===== config.mk =====
export PLATFORM = sky130hd
export DESIGN_NAME = dma_engine_status
export DESIGN_NICKNAME = d
export VERILOG_FILES = /design/src/hw/dma_engine_pkg.sv /design/src/hw/dma_engine_status.sv
export VERILOG_INCLUDE_DIRS = /design/src /design/src/hw
export SDC_FILE = /design/constraint.sdc
export NUM_CORES = 1
export LEC_CHECK = 0
export BUFFER_PORTS_ARGS = -buffer_cell sky130_fd_sc_hd__buf_2
export CAP_MARGIN = 20
export CORE_MARGIN = 2
export CORE_UTILIZATION = 55
export DETAILED_ROUTE_END_ITERATION = 16
export PLACE_DENSITY = 0.8
export SYNTH_ARGS = -nofsm -noshare
export SYNTH_HDL_FRONTEND = slang
export SYNTH_SLANG_ARGS = --single-unit
export TNS_END_PERCENT = 50

===== constraint.sdc =====
create_clock -name clk -period 2.8 [get_ports clk]
set_input_delay 0 -clock clk [delete_from_list [all_inputs] [get_ports clk]]
set_output_delay 0 -clock clk [all_outputs]
set_load 0.02 [all_outputs]

===== src/hw/dma_engine_consts.svh =====
// register offsets, field positions, reset values and counts of the transfer engine status block
`ifndef DMA_ENGINE_CONSTS_SVH
`define DMA_ENGINE_CONSTS_SVH

`define ADDR_ENGINE_STATUS  12'h100
`define ADDR_ERROR_FLAGS    12'h120
`define ADDR_ERROR_MASK     12'h124
`define ADDR_ERROR_CLEAR    12'h128
`define ADDR_ERROR_DETAIL   12'h12C
`define ADDR_ERROR_COMMAND  12'h130
`define ADDR_READ_PACING    12'h140
`define ADDR_ACTIVE_OPTIONS 12'h240
`define DQ_PAGE             4'h3
`define DQ_STRIDE_BITS      6

`define ST_WRITE_PENDING    2
`define ST_SOURCE_ACTIVE    1
`define ST_PROGRAM_BUSY     0
`define ST_ALWAYS_ONE       8

`define ERR_ADDR_FAULT      3
`define ERR_REQUEST_FAULT   2
`define ERR_BUS_FAULT       0
`define ERR_IMPLEMENTED     4'hD
`define ERROR_RECHECK_BIT            0

`define MASK_RESET          4'h0
`define PACING_RESET        3'h0
`define FWID_MAX            3'h5

`define DEPTH_INSTANCE_ZERO 3'h2
`define DEPTH_OTHER         3'h4

`endif


===== src/hw/dma_engine_pkg.sv =====
// types shared by the transfer engine status block
package dma_engine_pkg;

  typedef struct packed {
    logic       rd;
    logic       wr;
    logic [11:0] addr;
    logic [31:0] wdata;
  } reg_req_t;

  typedef struct packed {
    logic       completion_chaining_enable;
    logic       completion_interrupt_enable;
    logic [5:0] completion_code;
    logic [2:0] fifo_width;
    logic       dest_addr_mode;
    logic       source_addr_mode;
  } opts_t;

  typedef struct packed {
    opts_t       opts;
    logic [4:0]  src_addr_low;
    logic [4:0]  dst_addr_low;
    logic [15:0] first_dim_bytes;
    logic [15:0] second_dim_count;
  } move_request_t;

  typedef struct packed {
    logic       valid;
    logic [3:0] code;
  } bus_status_t;

  typedef struct packed {
    logic [31:0]     rdata;
    logic [3:0]      flags;
    logic [3:0]      mask;
    logic [17:0]     detail;
    logic [2:0]      pacing;
    logic            prog_busy;
    move_request_t   prog;
    logic            src_busy;
    opts_t           src_opts;
    logic [15:0]     src_left;
    logic [5:0]      gap;
    opts_t [3:0]     dq;
    logic [1:0]      dq_head;
    logic [2:0]      dq_count;
    logic [7:0]      wr_pending;
    logic            read_cmd;
    logic            irq;
    logic            error_recheck_gap;
  } state_t;

endpackage


===== src/hw/dma_engine_status.sv =====
// status, error capture and read pacing of one dma transfer engine
// Overview of operation
// - status bit 2 is high while any issued write still awaits its status
// - status bit 1 is high while the source side services a move request
// - status bit 0 shows program set occupied; controller loads only when idle
// - flag bit 3 sets on a register access to an unmapped address
// - flag bit 2 sets on zero counts or misaligned constant addressing
// - flag bit 0 sets on a returned bus error and records its details
// - interrupt is high while any flag is set with its mask bit set
// - clearing bit 3 or 2 drops that flag only, detail kept; zeros do nothing
// - clearing bit 0 drops the bus flag and wipes the detail register
// - detail keeps chaining enable at 17, interrupt enable at 16, code at 13:8
// - detail bits 3:0 keep the nonzero status; 1-7 read, 8-F write
// - same-cycle statuses: take the nonzero one, write wins if both
// - writing 1 to command bit 0 pulses the interrupt line if any flag set
// - read gap applies within a request and across requests alike
// - pacing 0 back to back; 1-4 give 4, 8, 16, 32 cycles; 5-7 reserved
// - a pacing of N cycles leaves N minus one idle cycles between reads
// - destination queue sets equal its depth: 2 on instance zero, else 4
// - only the controller loads the program set; debug views ignore writes
//
// Chosen here: the placing of the registers and the strobed register port.
`timescale 1ns/1ps
`include "dma_engine_consts.svh"

module dma_engine_status
  import dma_engine_pkg::*;
#(
  parameter int unsigned INSTANCE = 0
)
(
  input  wire logic          clk,
  input  wire logic          reset,
  input  wire reg_req_t      reg_bus,
  output logic [31:0]        read_data,
  input  wire logic          load_valid,
  input  wire move_request_t load_req,
  input  wire bus_status_t   read_status,
  input  wire bus_status_t   write_status,
  input  wire logic          write_issued,
  input  wire logic          dest_done,
  output logic               program_set_occupied,
  output logic               read_cmd,
  output logic               error_irq
);

  // queue depth follows the instance number
  localparam logic [2:0] DQ_DEPTH = (INSTANCE == 0) ? `DEPTH_INSTANCE_ZERO : `DEPTH_OTHER;
  localparam logic [1:0] DQ_WRAP  = 2'(DQ_DEPTH - 3'h1);

  state_t s;
  state_t next_state;

  logic        addr_valid;
  logic [31:0] read_value;
  logic        req_bad;
  logic        bus_evt;
  logic [3:0]  bus_code;
  opts_t       bus_opts;
  logic [3:0]  flag_set;
  logic [3:0]  flag_clr;
  logic        error_recheck_now;
  logic [5:0]  gap_load;
  logic        move_now;
  logic        pop_now;
  logic        irq_cause;

  function automatic logic [31:0] opts_word(input opts_t o);
    opts_word = {9'h000, o.completion_chaining_enable, 1'b0, o.completion_interrupt_enable,
                 2'h0, o.completion_code, 1'b0, o.fifo_width, 6'h00,
                 o.dest_addr_mode, o.source_addr_mode};
  endfunction

  // constant addressing needs both address and first count aligned to the fifo width
  function automatic logic misaligned(input logic [4:0] a, input logic [15:0] cnt,
                                      input logic [2:0] w);
    logic [4:0] m;
    m = 5'((6'h01 << w) - 6'h01);
    misaligned = ((a & m) != 5'h00) || ((cnt[4:0] & m) != 5'h00);
  endfunction

  // register decode; destination queue views live in one page, one set per stride
  always_comb
  begin
    addr_valid = 1'b1;
    read_value = 32'h0000_0000;
    case (reg_bus.addr)
      `ADDR_ENGINE_STATUS:
      begin
        read_value[13:12]              = s.dq_head;
        read_value[`ST_ALWAYS_ONE]     = 1'b1;
        read_value[6:4]                = s.dq_count;
        read_value[`ST_WRITE_PENDING]  = (s.wr_pending != 8'h00);
        read_value[`ST_SOURCE_ACTIVE]  = s.src_busy;
        read_value[`ST_PROGRAM_BUSY]   = s.prog_busy;
      end
      `ADDR_ERROR_FLAGS:    read_value[3:0]  = s.flags;
      `ADDR_ERROR_MASK:     read_value[3:0]  = s.mask;
      `ADDR_ERROR_DETAIL:   read_value[17:0] = s.detail;
      `ADDR_READ_PACING:    read_value[2:0]  = s.pacing;
      `ADDR_ACTIVE_OPTIONS: read_value       = opts_word(s.src_opts);
      `ADDR_ERROR_CLEAR,
      `ADDR_ERROR_COMMAND:  read_value       = 32'h0000_0000;
      default:
      begin
        addr_valid = 1'b0;
        for (int i = 0; i < 4; i++)
        begin
          if (reg_bus.addr[11:8] == `DQ_PAGE && reg_bus.addr[5:0] == 6'h00 &&
              reg_bus.addr[7:6] == 2'(i) && 3'(i) < DQ_DEPTH)
          begin
            addr_valid = 1'b1;
            read_value = opts_word(s.dq[i]);
          end
        end
      end
    endcase
  end

  always_comb
  begin
    next_state = s;
    next_state.read_cmd = 1'b0;
    next_state.rdata    = 32'h0000_0000;
    flag_set = 4'h0;
    flag_clr = 4'h0;
    error_recheck_now = 1'b0;

    if (reg_bus.rd)
    begin
      next_state.rdata = read_value;
    end
    // status and debug views have no write path at all
    if (reg_bus.wr)
    begin
      case (reg_bus.addr)
        `ADDR_ERROR_MASK:    next_state.mask   = reg_bus.wdata[3:0] & `ERR_IMPLEMENTED;
        `ADDR_READ_PACING:   next_state.pacing = reg_bus.wdata[2:0];
        `ADDR_ERROR_CLEAR:   flag_clr = reg_bus.wdata[3:0] & `ERR_IMPLEMENTED;
        `ADDR_ERROR_COMMAND: error_recheck_now = reg_bus.wdata[`ERROR_RECHECK_BIT];
        default:             flag_clr = 4'h0;
      endcase
    end
    flag_set[`ERR_ADDR_FAULT] = (reg_bus.rd | reg_bus.wr) & ~addr_valid;

    // request check at load; a faulty request is dropped, never occupies the set
    req_bad = (load_req.first_dim_bytes == 16'h0000) || (load_req.second_dim_count == 16'h0000)
           || ((load_req.opts.source_addr_mode || load_req.opts.dest_addr_mode) &&
               ((load_req.opts.fifo_width > `FWID_MAX) ||
                (load_req.opts.source_addr_mode &&
                 misaligned(load_req.src_addr_low, load_req.first_dim_bytes,
                            load_req.opts.fifo_width)) ||
                (load_req.opts.dest_addr_mode &&
                 misaligned(load_req.dst_addr_low, load_req.first_dim_bytes,
                            load_req.opts.fifo_width))));
    flag_set[`ERR_REQUEST_FAULT] = load_valid & req_bad;
    // a load while occupied breaks the controller's side and is dropped
    if (load_valid && !req_bad && !s.prog_busy)
    begin
      next_state.prog_busy = 1'b1;
      next_state.prog      = load_req;
    end

    // write status outranks read status when both are nonzero
    bus_evt  = 1'b0;
    bus_code = 4'h0;
    bus_opts = s.src_opts;
    if (read_status.valid && read_status.code != 4'h0)
    begin
      bus_evt  = 1'b1;
      bus_code = read_status.code;
    end
    if (write_status.valid && write_status.code != 4'h0)
    begin
      bus_evt  = 1'b1;
      bus_code = write_status.code;
      bus_opts = s.dq[s.dq_head];
    end
    flag_set[`ERR_BUS_FAULT] = bus_evt;

    // set beats clear in the same cycle
    next_state.flags = (s.flags & ~flag_clr) | flag_set;
    if (flag_clr[`ERR_BUS_FAULT])
    begin
      next_state.detail = 18'h00000;
    end
    // first bus error is kept until software clears it
    if (bus_evt && (!s.flags[`ERR_BUS_FAULT] || flag_clr[`ERR_BUS_FAULT]))
    begin
      next_state.detail = {bus_opts.completion_chaining_enable,
                           bus_opts.completion_interrupt_enable,
                           2'h0, bus_opts.completion_code, 4'h0, bus_code};
    end

    // program set moves to the source side once it is idle and the queue has room
    move_now = s.prog_busy && !s.src_busy && (s.dq_count < DQ_DEPTH);
    pop_now  = dest_done && (s.dq_count != 3'h0);
    if (move_now)
    begin
      next_state.prog_busy = 1'b0;
      next_state.src_busy  = 1'b1;
      next_state.src_opts  = s.prog.opts;
      next_state.src_left  = s.prog.second_dim_count;
      next_state.dq[(s.dq_head + 2'(s.dq_count)) & DQ_WRAP] = s.prog.opts;
    end
    if (pop_now)
    begin
      next_state.dq_head = (s.dq_head + 2'h1) & DQ_WRAP;
    end
    next_state.dq_count = s.dq_count + 3'(move_now) - 3'(pop_now);

    // idle cycles after a read are the spacing minus one
    case (s.pacing)
      3'h1:    gap_load = 6'h03;
      3'h2:    gap_load = 6'h07;
      3'h3:    gap_load = 6'h0F;
      3'h4:    gap_load = 6'h1F;
      default: gap_load = 6'h00;
    endcase
    // the gap runs on while idle, so it also spaces reads of different requests
    if (s.gap != 6'h00)
    begin
      next_state.gap = s.gap - 6'h01;
    end
    else if (s.src_busy)
    begin
      next_state.read_cmd = 1'b1;
      next_state.gap      = gap_load;
      next_state.src_left = s.src_left - 16'h0001;
      if (s.src_left == 16'h0001)
      begin
        next_state.src_busy = 1'b0;
      end
    end

    // outstanding writes
    next_state.wr_pending = s.wr_pending + 8'(write_issued)
                          - 8'(write_status.valid && s.wr_pending != 8'h00);

    // error_recheck inverts the line for one cycle so an edge is seen either way
    next_state.error_recheck_gap = error_recheck_now && (s.flags != 4'h0);
    irq_cause = ((next_state.flags & next_state.mask) != 4'h0);
    next_state.irq = irq_cause ^ s.error_recheck_gap;
  end

  always_ff @(posedge clk)
  begin
    if (reset)
    begin
      s        <= '0;
      s.mask   <= `MASK_RESET;
      s.pacing <= `PACING_RESET;
    end
    else
    begin
      s <= next_state;
    end
  end

  assign read_data            = s.rdata;
  assign program_set_occupied = s.prog_busy;
  assign read_cmd             = s.read_cmd;
  assign error_irq            = s.irq;

  // checks
  logic pend_any;
  logic status_rd;
  logic both_bad;
  assign pend_any  = (s.wr_pending != 8'h00);
  assign status_rd = reg_bus.rd && reg_bus.addr == `ADDR_ENGINE_STATUS;
  assign both_bad  = read_status.valid && read_status.code != 4'h0 &&
                     write_status.valid && write_status.code != 4'h0;

  // the slowest gap is longer than a repetition may reach, so it is counted
  logic [5:0] since_read;
  logic       slow_prev;
  always_ff @(posedge clk)
  begin
    if (reset)
    begin
      since_read <= 6'h3F;
      slow_prev  <= 1'b0;
    end
    else if (read_cmd)
    begin
      since_read <= 6'h00;
      slow_prev  <= (s.pacing == 3'h4);
    end
    else if (since_read != 6'h3F)
    begin
      since_read <= since_read + 6'h01;
    end
  end
endmodule


==> metrics.log <==
[metrics] share of synthesized flip-flops with an asynchronous set or reset: 0%
[metrics] worst rel slew slack: 49.77%
[metrics] largest voltage drop on the vdd net: 459.9 uV
[metrics] area growth from synthesis to layout: 24.74%
[metrics] DRC viols: 0
[metrics] Root Buffer Master: sky130_fd_sc_hd__clkbuf_16
[metrics] CORE AREA: 12720 um2
[metrics] maximum fanout along the worst path: 7
[metrics] htree depth: 4
[metrics] Synthesis Warnings: 0
[metrics] area used by multi-input combinational logic: 3804 um2
[metrics] Final Critical Period: 2.667 ns
[metrics] kind of cell with the highest combined delay on the critical path: buffers and inverters
[metrics] number of clock buffers inserted by TritonCTS: 17
[metrics] worst skew pair latency: 0.43 ns
[metrics] status: complete, no violations
[metrics] maximum clock skew at final layout: 0.008853 ns
[metrics] height of the chip: 118.4 um
[metrics] actual transition at the worst max-transition pin: 0.7534 ns
[metrics] number of enable flip-flop cells after synthesis: 0
[metrics] number of global-route vias before repair: 6326
[metrics] number of placement rows: 41
[metrics] Post-Route Hold Slack: 0.01173 ns
[metrics] fraction of layout instances using a drive strength above 1: 20.39%
[metrics] fraction of the yosys area taken by sequential cells: 40.85%
[metrics] CP Data Arrival Time: 2.96 ns
[metrics] setup total negative slack: 0 ns
[metrics] number of optimization iterations in the first detailed-route pass: 7
[metrics] Max stage delay on crit path: 0.55 ns
[metrics] Synth Cell Area: 7203 um2
[metrics] wire length of the first global-routing pass: 29990 um
[metrics] static leakage: 0.003601 uW
[metrics] crit-path cells: dlygate4sd3_1 -> or3_4 -> ha_4 -> inv_1 -> a221o_1 -> a221oi_2 -> o22ai_1 -> buf_4 -> nor4_4 -> buf_4 -> buf_8 -> mux2i_1 -> nor2_1
[metrics] vias post-DR: 6562
[metrics] Avg WL per Cell: 16.42 um
[metrics] number of antenna cells inserted: 0
[metrics] HPWL after detailed placement: 11860 um
[metrics] routability congestion estimate from global placement: 0.8891
[metrics] required time at the worst-slack endpoint: 3.09 ns
[metrics] Power Density: 696.7 nW/um2
[metrics] die width: 118.4 um
[metrics] kind of critical path: input port to flip-flop
[metrics] Synth Instances: 832
[metrics] vias per std cell: 5.691
[metrics] count of input and output buffers: 109
[metrics] Period Utilization, post-route: 95.26%
[metrics] number of hold-slack violations in the final timing report: 0
[metrics] max-cap violations: 0
[metrics] initial standard-cell utilization of the core: 56.62%
[metrics] Seq. cell area: 2943 um2
[metrics] CTS tree: built
[metrics] most frequent cells in the layout: sky130_fd_sc_hd__dfxtp_1, sky130_fd_sc_hd__nor2_1, sky130_fd_sc_hd__buf_2, sky130_fd_sc_hd__mux2i_1, sky130_fd_sc_hd__nand2_1
[metrics] type of origin of the critical path: input port
[metrics] endpoint type of the worst setup path: flip-flop
[metrics] per-instance average area after synthesis: 8.658 um2
[metrics] slowest CP cell: sky130_fd_sc_hd__dlygate4sd3_1
[metrics] most common cell after layout, fill and taps aside: sky130_fd_sc_hd__dfxtp_1
[metrics] number of antenna violations at the first check in global routing: 0
[metrics] # clock sinks: 147
[metrics] filler-free cell count of the finished design: 1153
[metrics] cell with the most instances on the worst path: sky130_fd_sc_hd__buf_4
[metrics] Main synth FF type: sky130_fd_sc_hd__dfxtp_1
[metrics] Setup Viol. Count Final: 0
[metrics] overall track demand over capacity in global routing: 26.36%
[metrics] CTS max path bufs: 2
[metrics] clock transition at the registers of the reported paths: 0.06 ns
[metrics] Routed Antenna Nets: 0
[metrics] full die area: 14030 um2
[metrics] Fillers: 960
[metrics] sum of buffers and inverters on the critical path: 5
[metrics] distinct cell type count after synthesis: 75
[metrics] Final #Nets: 1105
[metrics] maximum frequency from static timing analysis: 374.9 MHz
[metrics] ports placed on the boundary: 151
[metrics] setup repair after global routing missed its margin: false
[metrics] Initial DRC Count: 676
[metrics] number of placed instances with taps included: 1072
[metrics] Slew Limit Fails: 0
[metrics] total congestion overflow after global routing: 0
[metrics] Min-Delay Path Class: input port to flip-flop
[metrics] synthesis-stage register bit count: 147
[metrics] Total Wirelength: 18940 um
[metrics] maximum number of pins on one net before global-route repair: 57
## per-layer routing
metal	share of wire, %	track usage [%]	wire (um)	up-vias
li1	-	-	-	3164
met5	0	0	0	-
met4	2.2	10.42	408	0
met1	43	33.22	8181	3065
met3	6.9	5.888	1313	41
met2	48	43.82	9033	292
## worst paths after layout
check	startpoint	end	slack, ns	cells after the start
max	load_req[45]	s[158]	0.13	13
min	write_status[3]	s[166]	0.01	5
max reg2reg	s[5]	s[9]	0.15	16
min reg2reg	s[90]	s[90]	0.47	2
## synth_stat cells, types with 2 or more instances
master | count | area share, %
sky130_fd_sc_hd__dfxtp_1 | 147 | 41
sky130_fd_sc_hd__nor2_1 | 141 | 7.3
sky130_fd_sc_hd__mux2i_1 | 79 | 11
sky130_fd_sc_hd__nand2_1 | 71 | 3.7
sky130_fd_sc_hd__a21oi_1 | 50 | 3.5
sky130_fd_sc_hd__buf_4 | 33 | 3.4
sky130_fd_sc_hd__inv_1 | 31 | 1.6
sky130_fd_sc_hd__clkbuf_1 | 29 | 1.5
sky130_fd_sc_hd__a31oi_1 | 21 | 1.8
sky130_fd_sc_hd__ha_1 | 18 | 3.1
sky130_fd_sc_hd__nor3_1 | 18 | 1.3
sky130_fd_sc_hd__o21ai_0 | 15 | 1.0
sky130_fd_sc_hd__nor4_1 | 14 | 1.2
sky130_fd_sc_hd__a211oi_1 | 12 | 1.3
sky130_fd_sc_hd__nand3_1 | 12 | 0.83
sky130_fd_sc_hd__nor2b_1 | 9 | 0.78
sky130_fd_sc_hd__mux2_2 | 8 | 1.3
sky130_fd_sc_hd__nand2b_1 | 8 | 0.69
sky130_fd_sc_hd__a221oi_1 | 6 | 0.73
sky130_fd_sc_hd__a222oi_1 | 6 | 0.83
sky130_fd_sc_hd__buf_1 | 6 | 0.31
sky130_fd_sc_hd__buf_2 | 6 | 0.42
sky130_fd_sc_hd__xor2_1 | 6 | 0.73
sky130_fd_sc_hd__xnor2_1 | 5 | 0.61
sky130_fd_sc_hd__and3_1 | 4 | 0.35
sky130_fd_sc_hd__nand4_1 | 4 | 0.35
sky130_fd_sc_hd__o211ai_1 | 4 | 0.42
sky130_fd_sc_hd__o22ai_1 | 4 | 0.35
sky130_fd_sc_hd__or3_1 | 4 | 0.35
sky130_fd_sc_hd__and2_1 | 3 | 0.26
sky130_fd_sc_hd__o41ai_1 | 3 | 0.36
sky130_fd_sc_hd__a21o_1 | 2 | 0.21
sky130_fd_sc_hd__a22oi_1 | 2 | 0.21
sky130_fd_sc_hd__a311oi_1 | 2 | 0.24
sky130_fd_sc_hd__a32oi_1 | 2 | 0.24
sky130_fd_sc_hd__fa_1 | 2 | 0.56
sky130_fd_sc_hd__nand4b_1 | 2 | 0.24
sky130_fd_sc_hd__nor4_4 | 2 | 0.59
sky130_fd_sc_hd__o21ai_1 | 2 | 0.14
sky130_fd_sc_hd__o21bai_1 | 2 | 0.21
sky130_fd_sc_hd__or2_2 | 2 | 0.17
sky130_fd_sc_hd__or4_1 | 2 | 0.21
## report_power, final
group | switching (uW) | leakage [uW] | internal (uW)
clock network | 862 | 0.000305 | 1550
logic | 805 | 0.00210 | 675
registers | 124 | 0.00119 | 2250
## metrics by stage
| step | instance area, um2 | power [uW] | utilization [%] | worst slack (ns) |
|---|---|---|---|---|
| after CTS | 8855 | 6200 | 69.60 | 0.01659 |
| after detailed placement | 7759 | 3749 | 60.99 | 0.09789 |
| after global routing | 8985 | 6571 | 70.62 | 0.004073 |
| final | 8985 | 6260 | 70.62 | 0.1327 |
| after global placement | 7759 | 3708 | 60.99 | 0.1458 |
| after floorplan | 7248 | 3397 | - | 0.1451 |
## kinds of logic after synthesis
| group | Yosys count | share of synthesized area (%) |
|---|---|---|
| AO/OA/AOI/OAI | 150 | 13.95 |
| XOR/XNOR | 11 | 1.337 |
| adder cells (fa/ha/maj) | 20 | 3.683 |
| buffers and inverters | 107 | 7.730 |
| flip-flops | 147 | 40.85 |
| multiplexers | 88 | 12.44 |
| other | 1 | 0.05206 |
| AND/OR/NAND/NOR | 308 | 19.96 |
## final cells by class
| class | instances | area share, % |
|---|---|---|
| flip-flops and latches | 147 | 32.75 |
| clock buffers | 21 | 5.236 |
| clock inverters | 10 | 1.727 |
| well taps | 172 | 2.395 |
| inverters | 31 | 1.295 |
| repair buffers | 182 | 14.26 |
| multi-input cells | 590 | 42.33 |
## tightest hold or removal path, cell delays in order
cell and delay (ns):
sky130_fd_sc_hd__buf_2 0.10, sky130_fd_sc_hd__nand2_1 0.05, sky130_fd_sc_hd__a21oi_1 0.12, sky130_fd_sc_hd__a31oi_1 0.05
sky130_fd_sc_hd__nor2_1 0.08
## sequential cells by signal, summed over array words and instances, names as in the netlist
name                  cells
error_irq                 1
program_set_occupied      1
read_cmd                  1
read_data                19
s                       125
## repair_timing
action / 4_1_cts / 5_1_grt
hold endpoints to repair: 62 / 0
buffers inserted: 0 / 3
endpoints found under the setup margin: 0 / 32
hold buffers: 47 / 0
gates resized for setup: 0 / 18
Power figures use the tool's default switching activity.
